### src/verilog/pss_regs.svh
// timing constants, reset values and encodings for the power state sequencer
`ifndef PSS_REGS_SVH
`define PSS_REGS_SVH
`define PSS_CLK_HZ            10000000
// tick period of the slow sleep timebase in microseconds
`define PSS_TICK_US           1000
`define PSS_TICK_CYC          ((`PSS_CLK_HZ / 1000000) * `PSS_TICK_US)
// timeouts, all in milliseconds (slow ticks)
`define PSS_T_SHUT_MS         60000
`define PSS_T_CYC_SLEEP_MS    1000
`define PSS_T_CYC_WUP_MS      10
`define PSS_T_COMM_00_MS      32
`define PSS_T_COMM_01_MS      256
`define PSS_T_COMM_10_MS      1024
`define PSS_T_COMM_11_MS      2048
`define PSS_T_FIRST_PU_MS     4
`define PSS_T_PU_MS           2
`define PSS_T_OSC_MS          2
// power sequencing delays in microseconds
`define PSS_T_REFERENCE_REGULATOR_DLY_US    40
`define PSS_T_BOOT_DLY_US     100
`define PSS_T_COMM_REGULATOR_DLY_US     200
`define PSS_T_REG_OFF_US      500
`define PSS_US_CYC(us)        ((`PSS_CLK_HZ / 1000000) * (us))
`define PSS_ADDR_NONE         4'h0
`define PSS_COMM_TO_RST       2'h0
`endif

### src/verilog/pss_pkg.sv
// types of the power state sequencer
package pss_pkg;
   typedef enum logic [5:0] {
      PSS_RESET  = 6'h01,
      PSS_SLEEP  = 6'h02,
      PSS_PWRUP  = 6'h04,
      PSS_INIT   = 6'h08,
      PSS_NORMAL = 6'h10,
      PSS_CHECK  = 6'h20
   } pss_state_t;
   typedef enum logic [4:0] {
      PSS_PW_OFF  = 5'h01,
      PSS_PW_MAIN = 5'h02,
      PSS_PW_ANA  = 5'h04,
      PSS_PW_REF  = 5'h08,
      PSS_PW_ON   = 5'h10
   } pss_pwr_t;
endpackage

### src/verilog/pss_timer_if.sv
// handshake between the state machine and the delay timer
`timescale 1ns/100ps
interface pss_timer_if;
   logic        start;
   logic [23:0] count;
   logic        done;
   modport ctrl  (output start, output count, input done);
   modport timer (input start, input count, output done);
endinterface

### src/verilog/pss_sequencer.sv
// functional state and regulator sequencing of the battery-monitor node
`timescale 1ns/100ps
`include "pss_regs.svh"
module pss_sequencer
   import pss_pkg::*;
#(
   parameter int T_SHUT_MS = `PSS_T_SHUT_MS,
   parameter int TICK_CYC  = `PSS_TICK_CYC
) (
   input  wire logic       ref_clk_i,
   input  wire logic       rst_n_i,
   input  wire logic       por_stby_i,
   input  wire logic       iso_edge_i,
   input  wire logic       spi_cs_i,
   input  wire logic       spi_clk_i,
   input  wire logic       fault_upper_input_i,
   input  wire logic       gpio7_i,
   input  wire logic       master_unit_i,
   input  wire logic       frame_ok_i,
   input  wire logic       sleep_request_cmd_i,
   input  wire logic       soft_reset_bit_i,
   input  wire logic       comm_activity_i,
   input  wire logic       wr_en_i,
   input  wire logic       wr_addr_field_i,
   input  wire logic       wr_link_field_i,
   input  wire logic       wr_other_i,
   input  wire logic [3:0] wr_node_address_i,
   input  wire logic       wr_upper_tx_en_i,
   input  wire logic [1:0] wr_link_rate_i,
   input  wire logic       wr_link_lock_i,
   input  wire logic [1:0] comm_timeout_select_i,
   input  wire logic       comm_timeout_dis_i,
   input  wire logic       pin7_wake_enable_i,
   input  wire logic       reference_regulator_enable_i,
   input  wire logic       sleep_bal_en_i,
   input  wire logic       balancing_active_i,
   input  wire logic       check_done_i,
   input  wire logic       main_gt_3v_i,
   input  wire logic       analog_ok_i,
   input  wire logic       comm_reg_ok_i,
   input  wire logic       main_osc_ok_i,
   output logic            main_regulator_o,
   output logic            analog_regulator_o,
   output logic            reference_regulator_o,
   output logic            bootstrap_o,
   output logic            comm_regulator_o,
   output logic            main_rst_n_o,
   output logic            main_clk_en_o,
   output logic            silent_bal_o,
   output logic            fault_mask_o,
   output logic            wr_accept_o,
   output logic            rd_block_o,
   output logic            fault_fwd_o,
   output logic [3:0]      node_address_o,
   output logic            upper_tx_en_o,
   output logic [1:0]      link_rate_o,
   output logic            link_lock_o,
   output logic [1:0]      comm_timeout_o,
   output pss_pkg::pss_state_t state_o
);
   import pss_pkg::*;

   // delays follow the tick, so a shortened tick keeps the ramp inside its timeouts
   localparam logic [23:0] CYC_REFERENCE_REGULATOR =
      24'((TICK_CYC * `PSS_T_REFERENCE_REGULATOR_DLY_US + `PSS_TICK_US - 1) / `PSS_TICK_US);
   localparam logic [23:0] CYC_BOOT  =
      24'((TICK_CYC * `PSS_T_BOOT_DLY_US + `PSS_TICK_US - 1) / `PSS_TICK_US);
   localparam logic [23:0] CYC_COMM_REGULATOR  =
      24'((TICK_CYC * `PSS_T_COMM_REGULATOR_DLY_US + `PSS_TICK_US - 1) / `PSS_TICK_US);
   localparam logic [23:0] CYC_OFF   =
      24'((TICK_CYC * `PSS_T_REG_OFF_US + `PSS_TICK_US - 1) / `PSS_TICK_US);

   // pins are asynchronous: two flops before any use
   logic [6:0] s1_q, s2_q;
   always_ff @(posedge ref_clk_i or negedge rst_n_i) begin
      if (!rst_n_i) begin
         s1_q <= 7'h0;
         s2_q <= 7'h0;
      end else begin
         s1_q <= {por_stby_i, iso_edge_i, spi_cs_i, spi_clk_i, fault_upper_input_i,
                  gpio7_i, frame_ok_i};
         s2_q <= s1_q;
      end
   end
   logic por_s, iso_s, cs_s, sck_s, flt_s, g7_s, frm_s;
   assign {por_s, iso_s, cs_s, sck_s, flt_s, g7_s, frm_s} = s2_q;

   logic cs_p_q, sck_p_q, iso_p_q;
   always_ff @(posedge ref_clk_i or negedge rst_n_i) begin
      if (!rst_n_i) begin
         cs_p_q  <= 1'b1;
         sck_p_q <= 1'b0;
         iso_p_q <= 1'b0;
      end else begin
         cs_p_q  <= cs_s;
         sck_p_q <= sck_s;
         iso_p_q <= iso_s;
      end
   end
   // simple edge readout is enough for pre-wake
   logic pre_wake;
   assign pre_wake = (iso_s & ~iso_p_q) | (~cs_s & cs_p_q) | (sck_s & ~sck_p_q);

   // slow timebase standing in for the standby oscillator
   logic [23:0] div_q;
   logic        tick_q;
   always_ff @(posedge ref_clk_i or negedge rst_n_i) begin
      if (!rst_n_i) begin
         div_q  <= 24'h0;
         tick_q <= 1'b0;
      end else begin
         tick_q <= (div_q == 24'(TICK_CYC - 1));
         div_q  <= (div_q == 24'(TICK_CYC - 1)) ? 24'h0 : div_q + 24'h1;
      end
   end

   pss_state_t st_q;
   pss_pwr_t   pw_q;
   logic       from_bal_q, first_pu_q, confirm_q, fault_wake_q, powering_dn_q;
   logic [23:0] ms_q;
   logic [23:0] idle_q;
   logic [23:0] comm_lim;
   pss_timer_if tif ();
   logic        t_start_q;
   logic [23:0] t_count_q;
   assign tif.start = t_start_q;
   assign tif.count = t_count_q;

   pss_timer u_dly (
      .ref_clk_i (ref_clk_i),
      .rst_n_i   (rst_n_i),
      .tick_i    (1'b1),
      .t         (tif)
   );

   always_comb begin
      case (comm_timeout_o)
         2'h0:    comm_lim = 24'(`PSS_T_COMM_00_MS);
         2'h1:    comm_lim = 24'(`PSS_T_COMM_01_MS);
         2'h2:    comm_lim = 24'(`PSS_T_COMM_10_MS);
         default: comm_lim = 24'(`PSS_T_COMM_11_MS);
      endcase
   end

   logic wake_src, go_sleep, comm_to, pu_to, pu_up, addr_cmd, sreset, g7_wake;
   assign g7_wake  = master_unit_i & pin7_wake_enable_i & g7_s;
   assign wake_src = pre_wake | flt_s | g7_wake;
   assign comm_to  = ~comm_timeout_dis_i & (idle_q >= comm_lim);
   assign go_sleep = sleep_request_cmd_i | comm_to;
   assign pu_up    = (pw_q == PSS_PW_ON) & comm_regulator_o & comm_reg_ok_i & main_osc_ok_i;
   // timeouts cover the ramp only; the wait for the confirming frame is bounded apart
   assign pu_to    = ~pu_up
                     & ((ms_q >= (first_pu_q ? 24'(`PSS_T_FIRST_PU_MS) : 24'(`PSS_T_PU_MS)))
                        | (~main_osc_ok_i & (ms_q >= 24'(`PSS_T_OSC_MS))));
   assign addr_cmd = wr_en_i & wr_addr_field_i & (st_q == PSS_INIT)
                     & (node_address_o == `PSS_ADDR_NONE);
   assign sreset   = soft_reset_bit_i & (st_q == PSS_NORMAL || st_q == PSS_INIT);

   // millisecond counter, restarted on every state change
   pss_state_t st_d;
   always_ff @(posedge ref_clk_i or negedge rst_n_i) begin
      if (!rst_n_i) ms_q <= 24'h0;
      else if (st_d != st_q) ms_q <= 24'h0;
      else if (tick_q && ms_q != 24'hffffff) ms_q <= ms_q + 24'h1;
   end
   always_ff @(posedge ref_clk_i or negedge rst_n_i) begin
      if (!rst_n_i) idle_q <= 24'h0;
      else if (comm_activity_i || st_q != PSS_NORMAL && st_q != PSS_INIT) idle_q <= 24'h0;
      else if (tick_q && idle_q != 24'hffffff) idle_q <= idle_q + 24'h1;
   end

   always_comb begin
      st_d = st_q;
      case (st_q)
         PSS_RESET:  if (por_s) st_d = PSS_SLEEP;
         PSS_SLEEP: begin
            if (!powering_dn_q) begin
               if (wake_src) st_d = PSS_PWRUP;
               else if (!from_bal_q &&
                        ms_q >= 24'(`PSS_T_CYC_SLEEP_MS + `PSS_T_CYC_WUP_MS))
                  st_d = PSS_CHECK;
            end
         end
         PSS_PWRUP: begin
            if (pu_to) st_d = PSS_SLEEP;
            else if (pu_up) begin
               if (fault_wake_q) st_d = PSS_NORMAL;
               else if (confirm_q)
                  st_d = (node_address_o == `PSS_ADDR_NONE) ? PSS_INIT : PSS_NORMAL;
               else if (ms_q >= comm_lim) st_d = PSS_SLEEP;
            end
         end
         PSS_INIT: begin
            if (go_sleep) st_d = PSS_SLEEP;
            else if (addr_cmd && wr_node_address_i != `PSS_ADDR_NONE)
               st_d = PSS_NORMAL;
            else if (ms_q >= 24'(T_SHUT_MS)) st_d = PSS_SLEEP;
         end
         PSS_NORMAL: if (go_sleep) st_d = PSS_SLEEP;
         PSS_CHECK: begin
            if (flt_s) st_d = PSS_NORMAL;
            else if (check_done_i) st_d = PSS_SLEEP;
         end
         default: st_d = PSS_RESET;
      endcase
      if (!por_s) st_d = PSS_RESET;
   end

   always_ff @(posedge ref_clk_i or negedge rst_n_i) begin
      if (!rst_n_i) st_q <= PSS_RESET;
      else st_q <= st_d;
   end

   // sleep target: silent balancing flag, kept across wakes until normal is entered or balancing stops in sleep
   always_ff @(posedge ref_clk_i or negedge rst_n_i) begin
      if (!rst_n_i) from_bal_q <= 1'b0;
      else if (st_q == PSS_NORMAL && st_d == PSS_SLEEP)
         from_bal_q <= sleep_bal_en_i & balancing_active_i;
      else if (st_q == PSS_CHECK && st_d == PSS_SLEEP)
         from_bal_q <= from_bal_q & sleep_bal_en_i & balancing_active_i;
      else if (st_q == PSS_SLEEP && from_bal_q && !balancing_active_i)
         from_bal_q <= 1'b0;
      else if (st_d == PSS_NORMAL) from_bal_q <= 1'b0;
   end

   // wake confirmation: a consistent frame after pre-wake; its command is dropped
   always_ff @(posedge ref_clk_i or negedge rst_n_i) begin
      if (!rst_n_i) begin
         confirm_q    <= 1'b0;
         fault_wake_q <= 1'b0;
      end else if (st_q != PSS_PWRUP) begin
         confirm_q    <= g7_wake;
         fault_wake_q <= flt_s;
      end else begin
         if (frm_s) confirm_q <= 1'b1;
         if (flt_s) fault_wake_q <= 1'b1;
      end
   end

   always_ff @(posedge ref_clk_i or negedge rst_n_i) begin
      if (!rst_n_i) first_pu_q <= 1'b1;
      else if (st_q == PSS_PWRUP && st_d != PSS_PWRUP) first_pu_q <= 1'b0;
   end

   // regulator ordering; the off path waits the off delay before the main supply drops, except when a ramp delay expires on the edge the off path starts
   always_ff @(posedge ref_clk_i or negedge rst_n_i) begin
      if (!rst_n_i) begin
         pw_q                  <= PSS_PW_OFF;
         main_regulator_o      <= 1'b0;
         analog_regulator_o    <= 1'b0;
         reference_regulator_o <= 1'b0;
         bootstrap_o           <= 1'b0;
         comm_regulator_o      <= 1'b0;
         powering_dn_q         <= 1'b0;
         t_start_q             <= 1'b0;
         t_count_q             <= 24'h0;
      end else begin
         t_start_q <= 1'b0;
         if (st_d == PSS_SLEEP || st_d == PSS_RESET) begin
            // a ramp cut short before PSS_PW_ON leaves only main (and perhaps analog) on; it still goes through the off delay
            if (comm_regulator_o || reference_regulator_o || bootstrap_o
                || (main_regulator_o && !powering_dn_q)) begin
               comm_regulator_o      <= 1'b0;
               reference_regulator_o <= 1'b0;
               bootstrap_o           <= 1'b0;
               powering_dn_q         <= 1'b1;
               t_start_q             <= 1'b1;
               t_count_q             <= CYC_OFF;
            end else if (powering_dn_q && tif.done) begin
               main_regulator_o   <= 1'b0;
               analog_regulator_o <= 1'b0;
               powering_dn_q      <= 1'b0;
            end
            pw_q <= PSS_PW_OFF;
         end else if (st_q == PSS_PWRUP || st_q == PSS_CHECK) begin
            case (pw_q)
               PSS_PW_OFF: begin
                  main_regulator_o <= 1'b1;
                  pw_q             <= PSS_PW_MAIN;
               end
               PSS_PW_MAIN: if (main_gt_3v_i) begin
                  analog_regulator_o <= 1'b1;
                  pw_q               <= PSS_PW_ANA;
               end
               PSS_PW_ANA: if (analog_ok_i) begin
                  t_start_q <= 1'b1;
                  t_count_q <= CYC_REFERENCE_REGULATOR;
                  pw_q      <= PSS_PW_REF;
               end
               PSS_PW_REF: if (tif.done) begin
                  reference_regulator_o <= reference_regulator_enable_i;
                  t_start_q             <= 1'b1;
                  t_count_q             <= CYC_BOOT;
                  pw_q                  <= PSS_PW_ON;
               end
               PSS_PW_ON: if (tif.done) begin
                  if (!bootstrap_o) begin
                     bootstrap_o <= 1'b1;
                     t_start_q   <= 1'b1;
                     t_count_q   <= CYC_COMM_REGULATOR - CYC_BOOT;
                  end else begin
                     comm_regulator_o <= 1'b1;
                  end
               end
               default: pw_q <= PSS_PW_OFF;
            endcase
         end
      end
   end

   // standby-held fields: address, link config; timeout select survives soft reset
   always_ff @(posedge ref_clk_i or negedge rst_n_i) begin
      if (!rst_n_i) begin
         node_address_o <= `PSS_ADDR_NONE;
         upper_tx_en_o  <= 1'b0;
         link_rate_o    <= 2'h0;
         link_lock_o    <= 1'b0;
         comm_timeout_o <= `PSS_COMM_TO_RST;
      end else if (st_q == PSS_RESET) begin
         node_address_o <= `PSS_ADDR_NONE;
         upper_tx_en_o  <= 1'b0;
         link_rate_o    <= 2'h0;
         link_lock_o    <= 1'b0;
         comm_timeout_o <= `PSS_COMM_TO_RST;
      end else if (sreset) begin
         node_address_o <= `PSS_ADDR_NONE;
         upper_tx_en_o  <= 1'b0;
         link_rate_o    <= 2'h0;
         link_lock_o    <= 1'b0;
      end else if (wr_en_i) begin
         if (addr_cmd) node_address_o <= wr_node_address_i;
         if (wr_link_field_i && !link_lock_o) begin
            upper_tx_en_o <= wr_upper_tx_en_i;
            link_rate_o   <= wr_link_rate_i;
         end
         if (wr_other_i && st_q == PSS_NORMAL) begin
            link_lock_o    <= link_lock_o | wr_link_lock_i;
            comm_timeout_o <= comm_timeout_select_i;
         end
      end
   end

   always_ff @(posedge ref_clk_i or negedge rst_n_i) begin
      if (!rst_n_i) begin
         main_rst_n_o  <= 1'b0;
         main_clk_en_o <= 1'b0;
         silent_bal_o  <= 1'b0;
         fault_mask_o  <= 1'b1;
         wr_accept_o   <= 1'b0;
         rd_block_o    <= 1'b1;
         fault_fwd_o   <= 1'b0;
         state_o       <= PSS_RESET;
      end else begin
         main_rst_n_o  <= (st_d == PSS_INIT || st_d == PSS_NORMAL
                           || st_d == PSS_CHECK);
         main_clk_en_o <= (st_d == PSS_INIT || st_d == PSS_NORMAL
                           || st_d == PSS_CHECK);
         silent_bal_o  <= (st_d == PSS_SLEEP) & from_bal_q;
         fault_mask_o  <= (st_d == PSS_INIT) & (node_address_o == `PSS_ADDR_NONE)
                          | (st_d != PSS_INIT && st_d != PSS_NORMAL
                             && st_d != PSS_CHECK);
         wr_accept_o   <= (st_d == PSS_NORMAL) | (st_d == PSS_INIT);
         rd_block_o    <= (st_d != PSS_NORMAL);
         fault_fwd_o   <= (st_d == PSS_NORMAL) & flt_s;
         state_o       <= st_d;
      end
   end
endmodule // pss_sequencer

### src/verilog/pss_timer.sv
// reloadable down counter, done is a one-cycle pulse on expiry
`timescale 1ns/100ps
module pss_timer (
   input  wire logic ref_clk_i,
   input  wire logic rst_n_i,
   input  wire logic tick_i,
   pss_timer_if.timer t
);
   logic [23:0] cnt_q;
   logic        run_q;
   logic        done_q;

   always_ff @(posedge ref_clk_i or negedge rst_n_i) begin
      if (!rst_n_i) begin
         cnt_q  <= 24'h0;
         run_q  <= 1'b0;
         done_q <= 1'b0;
      end else begin
         done_q <= 1'b0;
         if (t.start) begin
            cnt_q <= t.count;
            run_q <= 1'b1;
         end else if (run_q && tick_i) begin
            if (cnt_q <= 24'h1) begin
               run_q  <= 1'b0;
               done_q <= 1'b1;
            end else begin
               cnt_q <= cnt_q - 24'h1;
            end
         end
      end
   end

   assign t.done = done_q;
endmodule // pss_timer

### config.mk
export PLATFORM = sky130hd
export DESIGN_NAME = pss_sequencer
export DESIGN_NICKNAME = d
export VERILOG_FILES = /design/src/verilog/pss_pkg.sv /design/src/verilog/pss_timer_if.sv /design/src/verilog/pss_sequencer.sv /design/src/verilog/pss_timer.sv
export VERILOG_INCLUDE_DIRS = /design/src /design/src/verilog
export SDC_FILE = /design/constraint.sdc
export NUM_CORES = 1
export LEC_CHECK = 0
export BUFFER_PORTS_ARGS = -buffer_cell sky130_fd_sc_hd__buf_2
export CAP_MARGIN = 20
export CORE_UTILIZATION = 65
export DETAILED_ROUTE_END_ITERATION = 16
export MAX_ROUTING_LAYER = met4
export PLACE_DENSITY = 0.95
export SLEW_MARGIN = 20
export SYNTH_ARGS = -nofsm -noshare
export SYNTH_HDL_FRONTEND = slang
export SYNTH_SLANG_ARGS = --single-unit
export TNS_END_PERCENT = 20
### constraint.sdc
create_clock -name ref_clk_i -period 9.6 [get_ports ref_clk_i]
set_input_delay 0.96 -clock ref_clk_i [delete_from_list [all_inputs] [get_ports ref_clk_i]]
set_output_delay 0.96 -clock ref_clk_i [all_outputs]
set_load 0.05 [all_outputs]
; Word-level counts from Yosys, hierarchy flattened
; Cells that the tools add are included.
[word_totals]
register_bits = 178
output_inout_bits = 28
word_cells = 298
[op_classes]
reduce_logical = 67
n_eq_ne = 40
n_mux = 107
n_addsub = 4
n_bitwise = 36
order_cmp = 7
[ops]
columns = op, count
row1 = two-way mux 24 bit, 15
row2 = two-way mux 6 bit, 15
row3 = adder 24 x 1 -> 24 bit (second input constant), 3
row4 = one-hot mux 24 bit (3 select lines), 1
row5 = two-way mux 1 bit, 53
row6 = greater-or-equal comparator 24 bit, 2
row7 = != test 24 bit (second input constant), 2
row8 = one-hot mux 12 bit (3 select lines), 1
row9 = one-hot mux 6 bit (6 select lines), 1
row10 = nonzero test 2 bit, 16
row11 = two-way mux 5 bit, 6
row12 = one-hot mux 5 bit (5 select lines), 1
row13 = == test 24 x 14 -> 1 bit (second input constant), 1
row14 = greater-or-equal comparator 24 x 10 -> 1 bit (second input constant), 1
row15 = greater-or-equal comparator 24 x 16 -> 1 bit (second input constant), 1
row16 = greater-or-equal comparator 24 x 2 -> 1 bit (second input constant), 1
row17 = greater-or-equal comparator 24 x 3 -> 1 bit, 1
row18 = <= comparator 24 x 1 -> 1 bit (second input constant), 1
row19 = subtractor 24 x 1 -> 24 bit (second input constant), 1
row20 = bitwise AND 1 bit, 21
row21 = logical AND 1 bit, 16
row22 = two-way mux 2 bit, 8
row23 = two-way mux 4 bit, 4
row24 = AND reduction 5 bit, 3
row25 = 37 further kinds, 86

; Logic depth before layout (Yosys ltp)
; Gate-level depths: netlist of run 1.
[depth]
ltp_word = 15
depth_mapped = 12
mapped_depth_nobuf = 10

; By module
; From an unflattened synthesis of run 1, not the netlist that was laid out.
[unflattened]
hier_cells = 906
hier_area_um2 = 8722.1
[modules_own_cells]
columns = module, instances, area_per_inst_um2, cells_per_inst
row1 = pss_sequencer, 1, 7070.5, 711
row2 = pss_timer, 1, 1651.6, 195

; Worst setup path after synthesis of run 1
; No wires, ideal clock.
[synth_timing]
kind = register to register
start = register comm_timeout_o[1]
end = register ms_q[23]
setup_ns = 0.071
slack_ns = 6.295
arrival_time_ns = 3.234
period_less_slack_ns = 3.305
n_path_buf = 2
stages_incl_launch_ff = 13
cell_sequence = dfrtp_1 -> nand2b_1 -> ha_1 -> or4b_1 -> nor4_1 -> nor4_1 -> a31oi_1 -> o21ai_0 -> o311a_1 -> or4b_1 -> buf_2 -> buf_6 -> nor2_1
[synth_between]
elab_chain_cells = 12
elab_cells_between_ends = 20
[synth_rtl]
columns = element, line
row1 = start: declaration, pss_sequencer.sv:58  ; output logic [1:0] comm_timeout_o,
row2 = start signal: assignment, pss_sequencer.sv:318  ; comm_timeout_o <= `PSS_COMM_TO_RST;
row3 = start signal: assignment, pss_sequencer.sv:324  ; comm_timeout_o <= `PSS_COMM_TO_RST;
row4 = start signal: assignment, pss_sequencer.sv:338  ; comm_timeout_o <= comm_timeout_select_i;
row5 = "== test 2 bit, or another cell as far along", pss_sequencer.sv:137  ; case (comm_timeout_o)
row6 = one-hot mux 12 bit (3 select lines) *, pss_sequencer.sv:137
row7 = greater-or-equal comparator 24 bit, pss_sequencer.sv:190  ; else if (ms_q >= comm_lim) st_d = PSS_SLEEP;
row8 = two-way mux 6 bit, pss_sequencer.sv:190
row9 = two-way mux 6 bit, pss_sequencer.sv:188  ; else if (confirm_q)
row10 = two-way mux 6 bit, pss_sequencer.sv:187  ; if (fault_wake_q) st_d = PSS_NORMAL;
row11 = two-way mux 6 bit, pss_sequencer.sv:186  ; else if (pu_up) begin
row12 = two-way mux 6 bit, pss_sequencer.sv:185  ; if (pu_to) st_d = PSS_SLEEP;
row13 = one-hot mux 6 bit (6 select lines) *, pss_sequencer.sv:174  ; case (st_q)
row14 = two-way mux 6 bit *, pss_sequencer.sv:206  ; if (!por_s) st_d = PSS_RESET;
row15 = != test 6 bit *, pss_sequencer.sv:163  ; else if (st_d != st_q) ms_q <= 24'h0;
row16 = two-way mux 24 bit / nonzero test 2 bit (equally long branches), n/a
row17 = end signal: assignment, pss_sequencer.sv:164  ; else if (tick_q && ms_q != 24'hffffff) ms_q <= ms_q + 24'h1;
row18 = end: declaration, pss_sequencer.sv:120  ; logic [23:0] ms_q;
; Mark *: on every way between the ends. The rest lies on a longest branch, timed or not.
; A chain may end at the register's enable or synchronous reset.

==> impl_metrics.ini, run 1 <==
[route]
drc = 0
routedWlPerCell_um = 17.13
wirelength_um = 18040
antenna_left = 0
drt_pass1_iterations = 6
initialDrtViolationCount = 682
vias_per_cell = 6.368
vias = 6706

[clock_network]
cts_setup_buffers = 0
clock_path_buffers = 2
cts_root_buf = clkbuf_16
ctsHoldBuffers = 0
clock_sinks = 159
clkLatencyLatePin_ns = 0.44
cts_tree = done
ctsResizeCount = 0
clkTransAtPathRegs_ns = 0.07
h-tree-depth = 4
numCtsBuffers = 17

[placed_design]
portBuffers = 64
dp_hpwl_um = 11870
place_congestion = 0.9704

[grt]
grt_max_degree = 90
grt_pass1_wl_um = 30620
antenna_found_initial = 0
overflow = 0
grt_pass1_vias = 6574
grtUsageTotal_pct = 31.28

[timing]
clock-skew-final_ns = 0.01000
tns_ns = 0
post-route-min-period_ns = 3.856
drv_slew = 0
tightest_slew_ns = 0.9087
rsz0062_at_grt = no
hold_viol = 0
period_share_pct = 40.16
max_freq_mhz = 259.4
relSlewSlack_pct = 39.42
finalSetupViolCount = 0

[power_and_ir_drop]
p_seq_share_pct = 46.1
switching_share_pct = 32.27
p_int_uw = 1180
p_sw_uw = 562.1
p_leak_uw = 0.004100
power_density_nw_per_um2 = 193.5
pwr-share-clk_pct = 36.4
vdd.ir_drop.worst_mv = 0.1760
combPwrFrac_pct = 17.5

[die]
die_w_um = 113.1
die_area_um2 = 12800
ios = 65
core.rowCount = 40
start_util_pct = 66.84
die_h_um = 113.1
coreArea_um2 = 12010

[flow_run]
maxCapViolCount = 0

[setup_path]
end_kind = register
criticalPathCategory = reg2reg
ff2ff_setup_slack_ns = 5.74
reg2reg_depth = 9
rr_endpoint = ms_q[1]$_DFFE_PN0P_
cp_max_fo = 24
r2r-start = state_o[4]$_DFF_PN0_
arrival_ns = 4.21
start_kind = register
crit_required_ns = 9.95
startpoint = state_o[4]$_DFF_PN0_

[logic_synthesis]
ys_types = 67
synth-edff-count = 0
async_flop_share_pct = 100.0
ys_top_cells_by_area = dfrtp_1, xor2_1, nor2_1, xnor2_1, nand2_1
synth_fp_nets = 883
ys_ff_latch = 159
yosysTopAreaCell = dfrtp_1
ys.flop_type = dfrtp_1
ys_warn_count = 0
synth_cells = 830
syn_area_um2 = 8029
ys_seq_area_share_pct = 49.65
synthDominantCellAreaShare_pct = 47.69
avgSynthCellArea_um2 = 9.673

[min_path]
hp-start = s1_q[1]$_DFF_PN0_
hold_class = reg2reg
holdPathEnd = s2_q[1]$_DFF_PN0_
whs_path_depth = 0

[run_status]
status = finished, final reports clean

[layout]
multiInputGateArea_um2 = 3841
drive_gt1_share_pct = 13.58
syn_to_final_growth_pct = 12.09
postLayoutCoreUtil_pct = 74.93
seqCellArea_um2 = 3986
layout.nets = 946
diodes = 0
n_fill_cell = 741
## area by class of cell
| class | instances | share of cell area, % |
|---|---|---|
| timing repair buffer | 65 | 3.712 |
| inverter | 28 | 1.168 |
| multi-input combinational | 622 | 42.68 |
| clock buffer | 17 | 4.727 |
| tap | 147 | 2.044 |
| sequential | 159 | 44.29 |
| clock inverter | 15 | 1.376 |
## metal layers
| metal | part of all wire [%] | track usage, % | wire length [µm] | up-vias |
|---|---|---|---|---|
| li1 | - | - | - | 3058 |
| met1 | 41 | 37.75 | 7431 | 3287 |
| met2 | 49 | 50.22 | 8813 | 299 |
| met3 | 7.1 | 7.338 | 1276 | 62 |
| met4 | 2.9 | 14.30 | 515 | 0 |
| met5 | 0 | - | 0 | - |
## cells in the final DEF (no fill, tap or decap), types with 12 or more instances in the layout
cell type,instances
a21oi_1,24
and3_1,20
buf_2,63
clkbuf_16,17
dfrtp_1,153
ha_1,16
inv_1,28
mux2i_1,12
nand2_1,70
nand3_1,38
nand4_1,26
nor2_1,121
nor3_1,30
nor4_1,23
o21ai_0,24
or3_1,16
xnor2_1,32
xor2_1,55
## cell usage after synthesis, types with 7 or more instances
master and count:
nor3_1 31, nand2_1 70, nor4_1 23, a211oi_1 7
xnor2_1 32, dfrtp_1 153, or3_1 16, inv_1 28
nor2_1 121, and3_1 20, xor2_1 55, and4_1 10
mux2i_1 12, clkbuf_1 14, ha_1 16, nand4_1 26
o21ai_0 24, nand3_1 38, a21oi_1 24
## power groups by stage
stage	Sequential, µW	Combinational, µW	Clock, µW
after floorplan	808	224	0
after global placement	805	285	0
after detailed placement	810	297	0
after CTS	800	304	641
after global routing	810	341	666
final	802	306	634
## flip-flops by register name (all words and copies together) (netlist names), 2 cells and up
name            flops
node_address_o      4
u_dly.cnt_q        24
div_q              24
ms_q               24
s2_q                7
state_o             6
comm_timeout_o      2
idle_q             24
pw_q                5
link_rate_o         2
s1_q                7
t_count_q           5
## logic make-up after synthesis
family,Yosys count,synth area share [%]
adder cells (fa/ha/maj),16,2.493
buffers and inverters,49,2.571
AO/OA/AOI/OAI,97,8.041
XOR/XNOR,87,9.490
AND/OR/NAND/NOR,406,25.70
flip-flops,159,49.65
multiplexers,16,2.057
## how the worst max path moves through the flow
| stage | endpoint | slack [ns] |
|---|---|---|
| after global placement | ms_q[1]$_DFFE_PN0P_ | 5.97 |
| after detailed placement | ms_q[1]$_DFFE_PN0P_ | 5.86 |
| final | ms_q[1]$_DFFE_PN0P_ | 5.74 |
| after floorplan | ms_q[23]$_DFFE_PN0P_ | 6.29 |
| after global routing | ms_q[1]$_DFFE_PN0P_ | 5.51 |
| after CTS | ms_q[1]$_DFFE_PN0P_ | 5.91 |
## critical path: stages (launching register included)
cell and delay (ns):
dfrtp_1 0.54, nor4b_1 0.46, nand2_1 0.10, nand3_1 0.34, inv_1 0.31, nor4_1 0.43
a211oi_1 0.10, a2111oi_0 0.33, or4b_1 0.89, a21oi_1 0.27
## metrics by stage
stage,instance area (µm²),power (µW),instances,worst slack [ns],hold WS (ns)
after CTS,8995,1745,1053,5.907,0.3489
after global routing,9000,1817,1053,5.514,0.3523
after detailed placement,8446,1107,1021,5.865,0.3379
after global placement,8446,1090,1021,5.974,0.3324
after floorplan,8029,1033,830,6.295,0.3312
final,9000,1742,1053,5.744,0.3497
Power figures use the tool's default switching activity.
==> run 2: changes to the inputs <==
- CORE_UTILIZATION: 65 -> 60
- PLACE_DENSITY: 0.95 -> 0.9
- clock period: 9.6 -> 3.9 ns (I/O delays scaled with it)
==> impl_metrics.ini, run 2 (synthesized netlist as in run 1, its figures left out) <==
[layout]
layout.cells.most_common = dfrtp_1
final_cells = 1083
syn_to_final_growth_pct = 13.28
diodes = 0
layout.nets = 951
postLayoutCoreUtil_pct = 70.92
multiInputGateArea_um2 = 3836
final_area_um2 = 9095
n_fill_cell = 925
mostFrequentLayoutCells = dfrtp_1, nor2_1, nand2_1
drive_gt1_share_pct = 13.94
seqCellArea_um2 = 3986

[clock_network]
cts_setup_buffers = 0
clkTransAtPathRegs_ns = 0.07
cts_root_buf = clkbuf_16
ctsResizeCount = 0
clock_sinks = 159
clkLatencyLatePin_ns = 0.44
cts_tree = done
h-tree-depth = 4
numCtsBuffers = 17
clock_path_buffers = 2
ctsHoldBuffers = 0

[route]
routedWlPerCell_um = 16.21
antenna_left = 0
vias_per_cell = 6.030
wl_met3_um = 1110
met1Wirelength_um = 7486
drc = 0
highest_layer = met4
wirelength_um = 17560
vias = 6530
initialDrtViolationCount = 573
drt_pass1_iterations = 5
met2_length_um = 8401

[grt]
grt_pass1_wl_um = 29980
grt_max_degree = 95
overflow = 0
antenna_found_initial = 0
grtUsageTotal_pct = 27.77
grt_pass1_vias = 6304

[timing]
clock-skew-final_ns = 0.009575
period_share_pct = 86.73
finalSetupViolCount = 0
post-route-min-period_ns = 3.382
hold_viol = 0
relSlewSlack_pct = 35.66
tns_ns = 0
rsz0062_at_grt = no
max_freq_mhz = 295.7
drv_slew = 0
layout_setup_ws_ns = 0.5177
tightest_slew_ns = 0.9577

[die]
die_w_um = 117.7
die_h_um = 117.7
die_area_um2 = 13850
ios = 65
start_util_pct = 62.60
coreArea_um2 = 12820
core.rowCount = 41

[placed_design]
dp_hpwl_um = 11800
dp_slack_ns = 0.5513
portBuffers = 64
dp.cells = 1051
placed_area_um2 = 8514
place_congestion = 0.9339

[min_path]
hold_class = in2async

[power_and_ir_drop]
power_density_nw_per_um2 = 477.9
vdd.ir_drop.worst_mv = 0.4182
p_leak_uw = 0.004139

[setup_path]
arrival_ns = 3.75
slowest_stage = or4b_1
path_cells = nand2b_1, ha_1, o311ai_0, a21oi_1, nor4_1, and3_1, o211ai_1, a2111oi_0, or4b_1, buf_4, nor2_1
critical_path.max_stage_delay_ns = 0.46
path_buf_inv = 1
path_delay_family = simple AND/OR/NAND/NOR gates
cp_max_fo = 24
end_kind = register
criticalPathCategory = reg2reg
start_kind = register
crit_required_ns = 4.26

[flow_run]
maxCapViolCount = 0

[run_status]
status = finished, final reports clean
[run 2: cell count changes in the layout (fill, tap and decap cells not counted), sizes merged]
cell      change
buf           +5
clkbuf        +1
clkinvlp      -2
inv           -1
clkinv        +2
[run 2: worst paths after layout]
kind,end,slack (ns),depth (start not counted),start
worst max-delay path,ms_q[11]$_DFFE_PN0P_,0.52,11,comm_timeout_o[1]$_DFFE_PN0P_
worst min register to register,s2_q[4]$_DFF_PN0_,0.35,0,s1_q[4]$_DFF_PN0_
worst max register to register,ms_q[11]$_DFFE_PN0P_,0.52,11,comm_timeout_o[1]$_DFFE_PN0P_
max in group asynchronous,first_pu_q$_DFFE_PN1P_,2.89,2,rst_n_i
min in group ref_clk_i,s1_q[5]$_DFF_PN0_,0.05,1,iso_edge_i
worst min-delay path,idle_q[12]$_DFFE_PN0P_,0.001,1,rst_n_i
[run 2: routing by layer]
layer	track usage (%)	up-vias
met5	-	-
met4	12.34	0
met3	6.347	61
met2	43.57	269
met1	34.43	3134
li1	-	3066
[run 2: report_power, final]
group          total (µW)  switching (µW)  internal [µW]
sequential           1960             159           1800
clock                1610             746            863
combinational         777             488            289
[run 2: cell type report]
type	instances	area share (%)
timing repair buffer	70	4.086
inverter	28	1.156
multi-input combinational	622	42.18
clock inverter	14	1.555
sequential	159	43.83
tap	172	2.366
clock buffer	18	4.829
[run 2: stage by stage]
step                      power [µW]  hold slack [ns]
after floorplan                 2543          0.09441
after detailed placement        2747           0.3356
after CTS                       4359          0.04432
after global placement          2713           0.3317
after global routing            4549          0.04214
final                           4346         0.001374
[run 2: worst reg2reg max path: cells and delay by family (launching register included)]
family / cells / cell delay [ns]
DFF: 1 / 0.42
buffers and inverters: 1 / 0.24
adders and majority gates: 1 / 0.30
and+or+nand+nor: 5 / 1.45
AOI/OAI and AO/OA: 4 / 0.90
==> run 3: changes to the inputs <==
- ABC_AREA: unset -> 1
- CORE_MARGIN: unset -> 2
- CORE_UTILIZATION: 60 -> 61
- PLACE_DENSITY: 0.9 -> 0.91
==> impl_metrics.ini, run 3 <==
[setup_path]
crit_required_ns = 4.22
rr_endpoint = pw_q[2]$_DFFE_PN0P_
critical_path.max_stage_delay_ns = 0.41
slowest_stage = dfrtp_1
cp_max_fo = 15
start_kind = register
cp_common_cell = nand2_1
ff2ff_setup_slack_ns = 0.95
reg2reg_depth = 19
end_kind = register
arrival_ns = 3.26
path_cells = inv_1, or2_2, ha_1, nand2_1, inv_1, nand2_1, nand3_1, nor2_4, nand3_2, nand2_2, nand3_1, a21oi_2, nand2_2, nor2_4, nand2_1, o21ai_2, nor2_2, nand2_1, nand2_1
r2r-start = comm_timeout_o[1]$_DFFE_PN0P_
criticalPathCategory = reg2reg

[logic_synthesis]
avgSynthCellArea_um2 = 7.666
ys_warn_count = 0
synthDominantCellAreaShare_pct = 42.58
synth-edff-count = 0
ys.flop_type = dfrtp_1
ys_seq_area_share_pct = 44.33
async_flop_share_pct = 100.0
synthTopCellsByCount = nand2_1, inv_1, dfrtp_1
synth_cells = 1173
ys_ff_latch = 159
yosysMostFrequentCell = nand2_1
syn_area_um2 = 8992
synth_fp_nets = 1226
ys_top_cells_by_area = dfrtp_1, nand2_1, inv_1, nor2_1, nand3_1
yosysTopAreaCell = dfrtp_1
ys_types = 50

[timing]
relSlewSlack_pct = 32.46
tightest_slew_ns = 1.004
max_freq_mhz = 339.5
rsz0062_at_grt = no
tns_ns = 0
drv_slew = 0
post-route-min-period_ns = 2.946
hold_viol = 0
finalSetupViolCount = 0
clock-skew-final_ns = 0.01013
period_share_pct = 75.53

[layout]
n_fill_cell = 1091
multiInputGateArea_um2 = 4144
drive_gt1_share_pct = 13.21
postLayoutCoreUtil_pct = 69.58
syn_to_final_growth_pct = 12.04
seqCellArea_um2 = 3986
layout.cells.most_common = nand2_1
layout.nets = 1298
mostFrequentLayoutCells = nand2_1, inv_1, dfrtp_1

[grt]
grt_pass1_wl_um = 37400
grt_pass1_vias = 8122
grt_max_degree = 98
overflow = 0
grtUsageTotal_pct = 30.17
antenna_found_initial = 1

[clock_network]
clock_path_buffers = 2
cts_tree = done
clock_sinks = 159
numCtsBuffers = 17
cts_setup_buffers = 0
cts_root_buf = clkbuf_16
ctsHoldBuffers = 0
h-tree-depth = 4
clkTransAtPathRegs_ns = 0.07
ctsResizeCount = 0
clkLatencyLatePin_ns = 0.43

[run_status]
status = finished, final reports clean

[route]
wirelength_um = 22020
antenna_left = 0
initialDrtViolationCount = 836
vias = 8298
drt_pass1_iterations = 5
drc = 0
routedWlPerCell_um = 15.26
vias_per_cell = 5.751

[power_and_ir_drop]
vdd.ir_drop.worst_mv = 0.3191
pwr-share-clk_pct = 38.0
combPwrFrac_pct = 19.0
p_sw_uw = 1343
switching_share_pct = 30.88
p_seq_share_pct = 43.0
p_leak_uw = 0.005040
power_density_nw_per_um2 = 431.8
p_int_uw = 3007

[die]
ios = 65
start_util_pct = 62.11
die_w_um = 125.4
die_area_um2 = 15730
die_h_um = 125.4
core.rowCount = 44
coreArea_um2 = 14480

[min_path]
hold_class = in2async

[placed_design]
place_congestion = 0.9982
portBuffers = 64
dp_hpwl_um = 15810

[flow_run]
maxCapViolCount = 0
## run 3: changes by cell type in the layout (fill, tap and decap cells not counted), sizes merged, moves of 28 or more
cell	before	now
a21oi	24	59
nor2	123	157
o21ai	26	73
xnor2	32	4
nand2	70	229
inv	36	206
nand3	38	78
xor2	55	25
## run 3: cell families after synthesis
| logic type | after synthesis | share of synthesized area, % |
|---|---|---|
| xor+xnor | 29 | 2.825 |
| compound gates | 165 | 10.35 |
| simple gates | 586 | 30.68 |
| flops | 159 | 44.33 |
| buf+inv | 218 | 9.587 |
| fa+ha+maj | 16 | 2.226 |
## run 3: final cells by class
class	count	area share (%)
Sequential cell	159	39.57
Multi-Input combinational cell	796	41.13
Tap cell	184	2.285
Clock inverter	9	1.068
Antenna cell	2	0.04968
Clock buffer	22	4.707
Timing Repair Buffer	67	3.589
Inverter	204	7.601
## run 3: critical path: cells and delay by family (launching register included)
family,cells,cell delay [ns]
adder cells (fa/ha/maj),1,0.27
buffers and inverters,2,0.13
AND/OR/NAND/NOR,14,1.62
AO/OA/AOI/OAI,2,0.40
flip-flops,1,0.41
## run 3: layer usage
metal	global-route usage [%]	share of wire, %
met4	12.42	3.2
met3	6.718	7.3
met5	-	0
met2	48.34	48
met1	37.29	42
## run 3: worst max-delay path by stage
stage | from | end | slack (ns) | cells after the start
after global placement | comm_timeout_o[0]$_DFFE_PN0P_ | pw_q[2]$_DFFE_PN0P_ | 1.13 | 18
after CTS | comm_timeout_o[1]$_DFFE_PN0P_ | t_count_q[6]$_DFFE_PN0P_ | 0.95 | 19
after floorplan | comm_timeout_o[1]$_DFFE_PN0P_ | ms_q[9]$_DFFE_PN0P_ | 1.03 | 21
final | comm_timeout_o[1]$_DFFE_PN0P_ | pw_q[2]$_DFFE_PN0P_ | 0.95 | 19
after global routing | comm_timeout_o[1]$_DFFE_PN0P_ | pw_q[2]$_DFFE_PN0P_ | 0.62 | 21
after detailed placement | comm_timeout_o[1]$_DFFE_PN0P_ | pw_q[2]$_DFFE_PN0P_ | 0.98 | 19
## run 3: stage by stage
| stage | setup slack, ns | hold slack, ns | std cells | instance area (µm²) | total power, µW |
|---|---|---|---|---|---|
| after floorplan | 1.030 | 0.09441 | 1173 | 8992 | 2501 |
| after global placement | 1.127 | 0.3328 | 1410 | 9488 | 2672 |
| after detailed placement | 0.9837 | 0.3355 | 1410 | 9488 | 2702 |
| after CTS | 0.9474 | 0.05007 | 1441 | 10070 | 4352 |
| after global routing | 0.6194 | 0.04971 | 1442 | 10070 | 4537 |
| final | 0.9544 | 0.02983 | 1443 | 10070 | 4350 |
## run 3: power groups by stage
stage,clock (µW),combinational (µW),sequential [µW]
after floorplan,0,583,1920
after global placement,0,780,1890
after detailed placement,0,807,1900
after CTS,1660,822,1870
after global routing,1730,922,1890
final,1650,828,1870
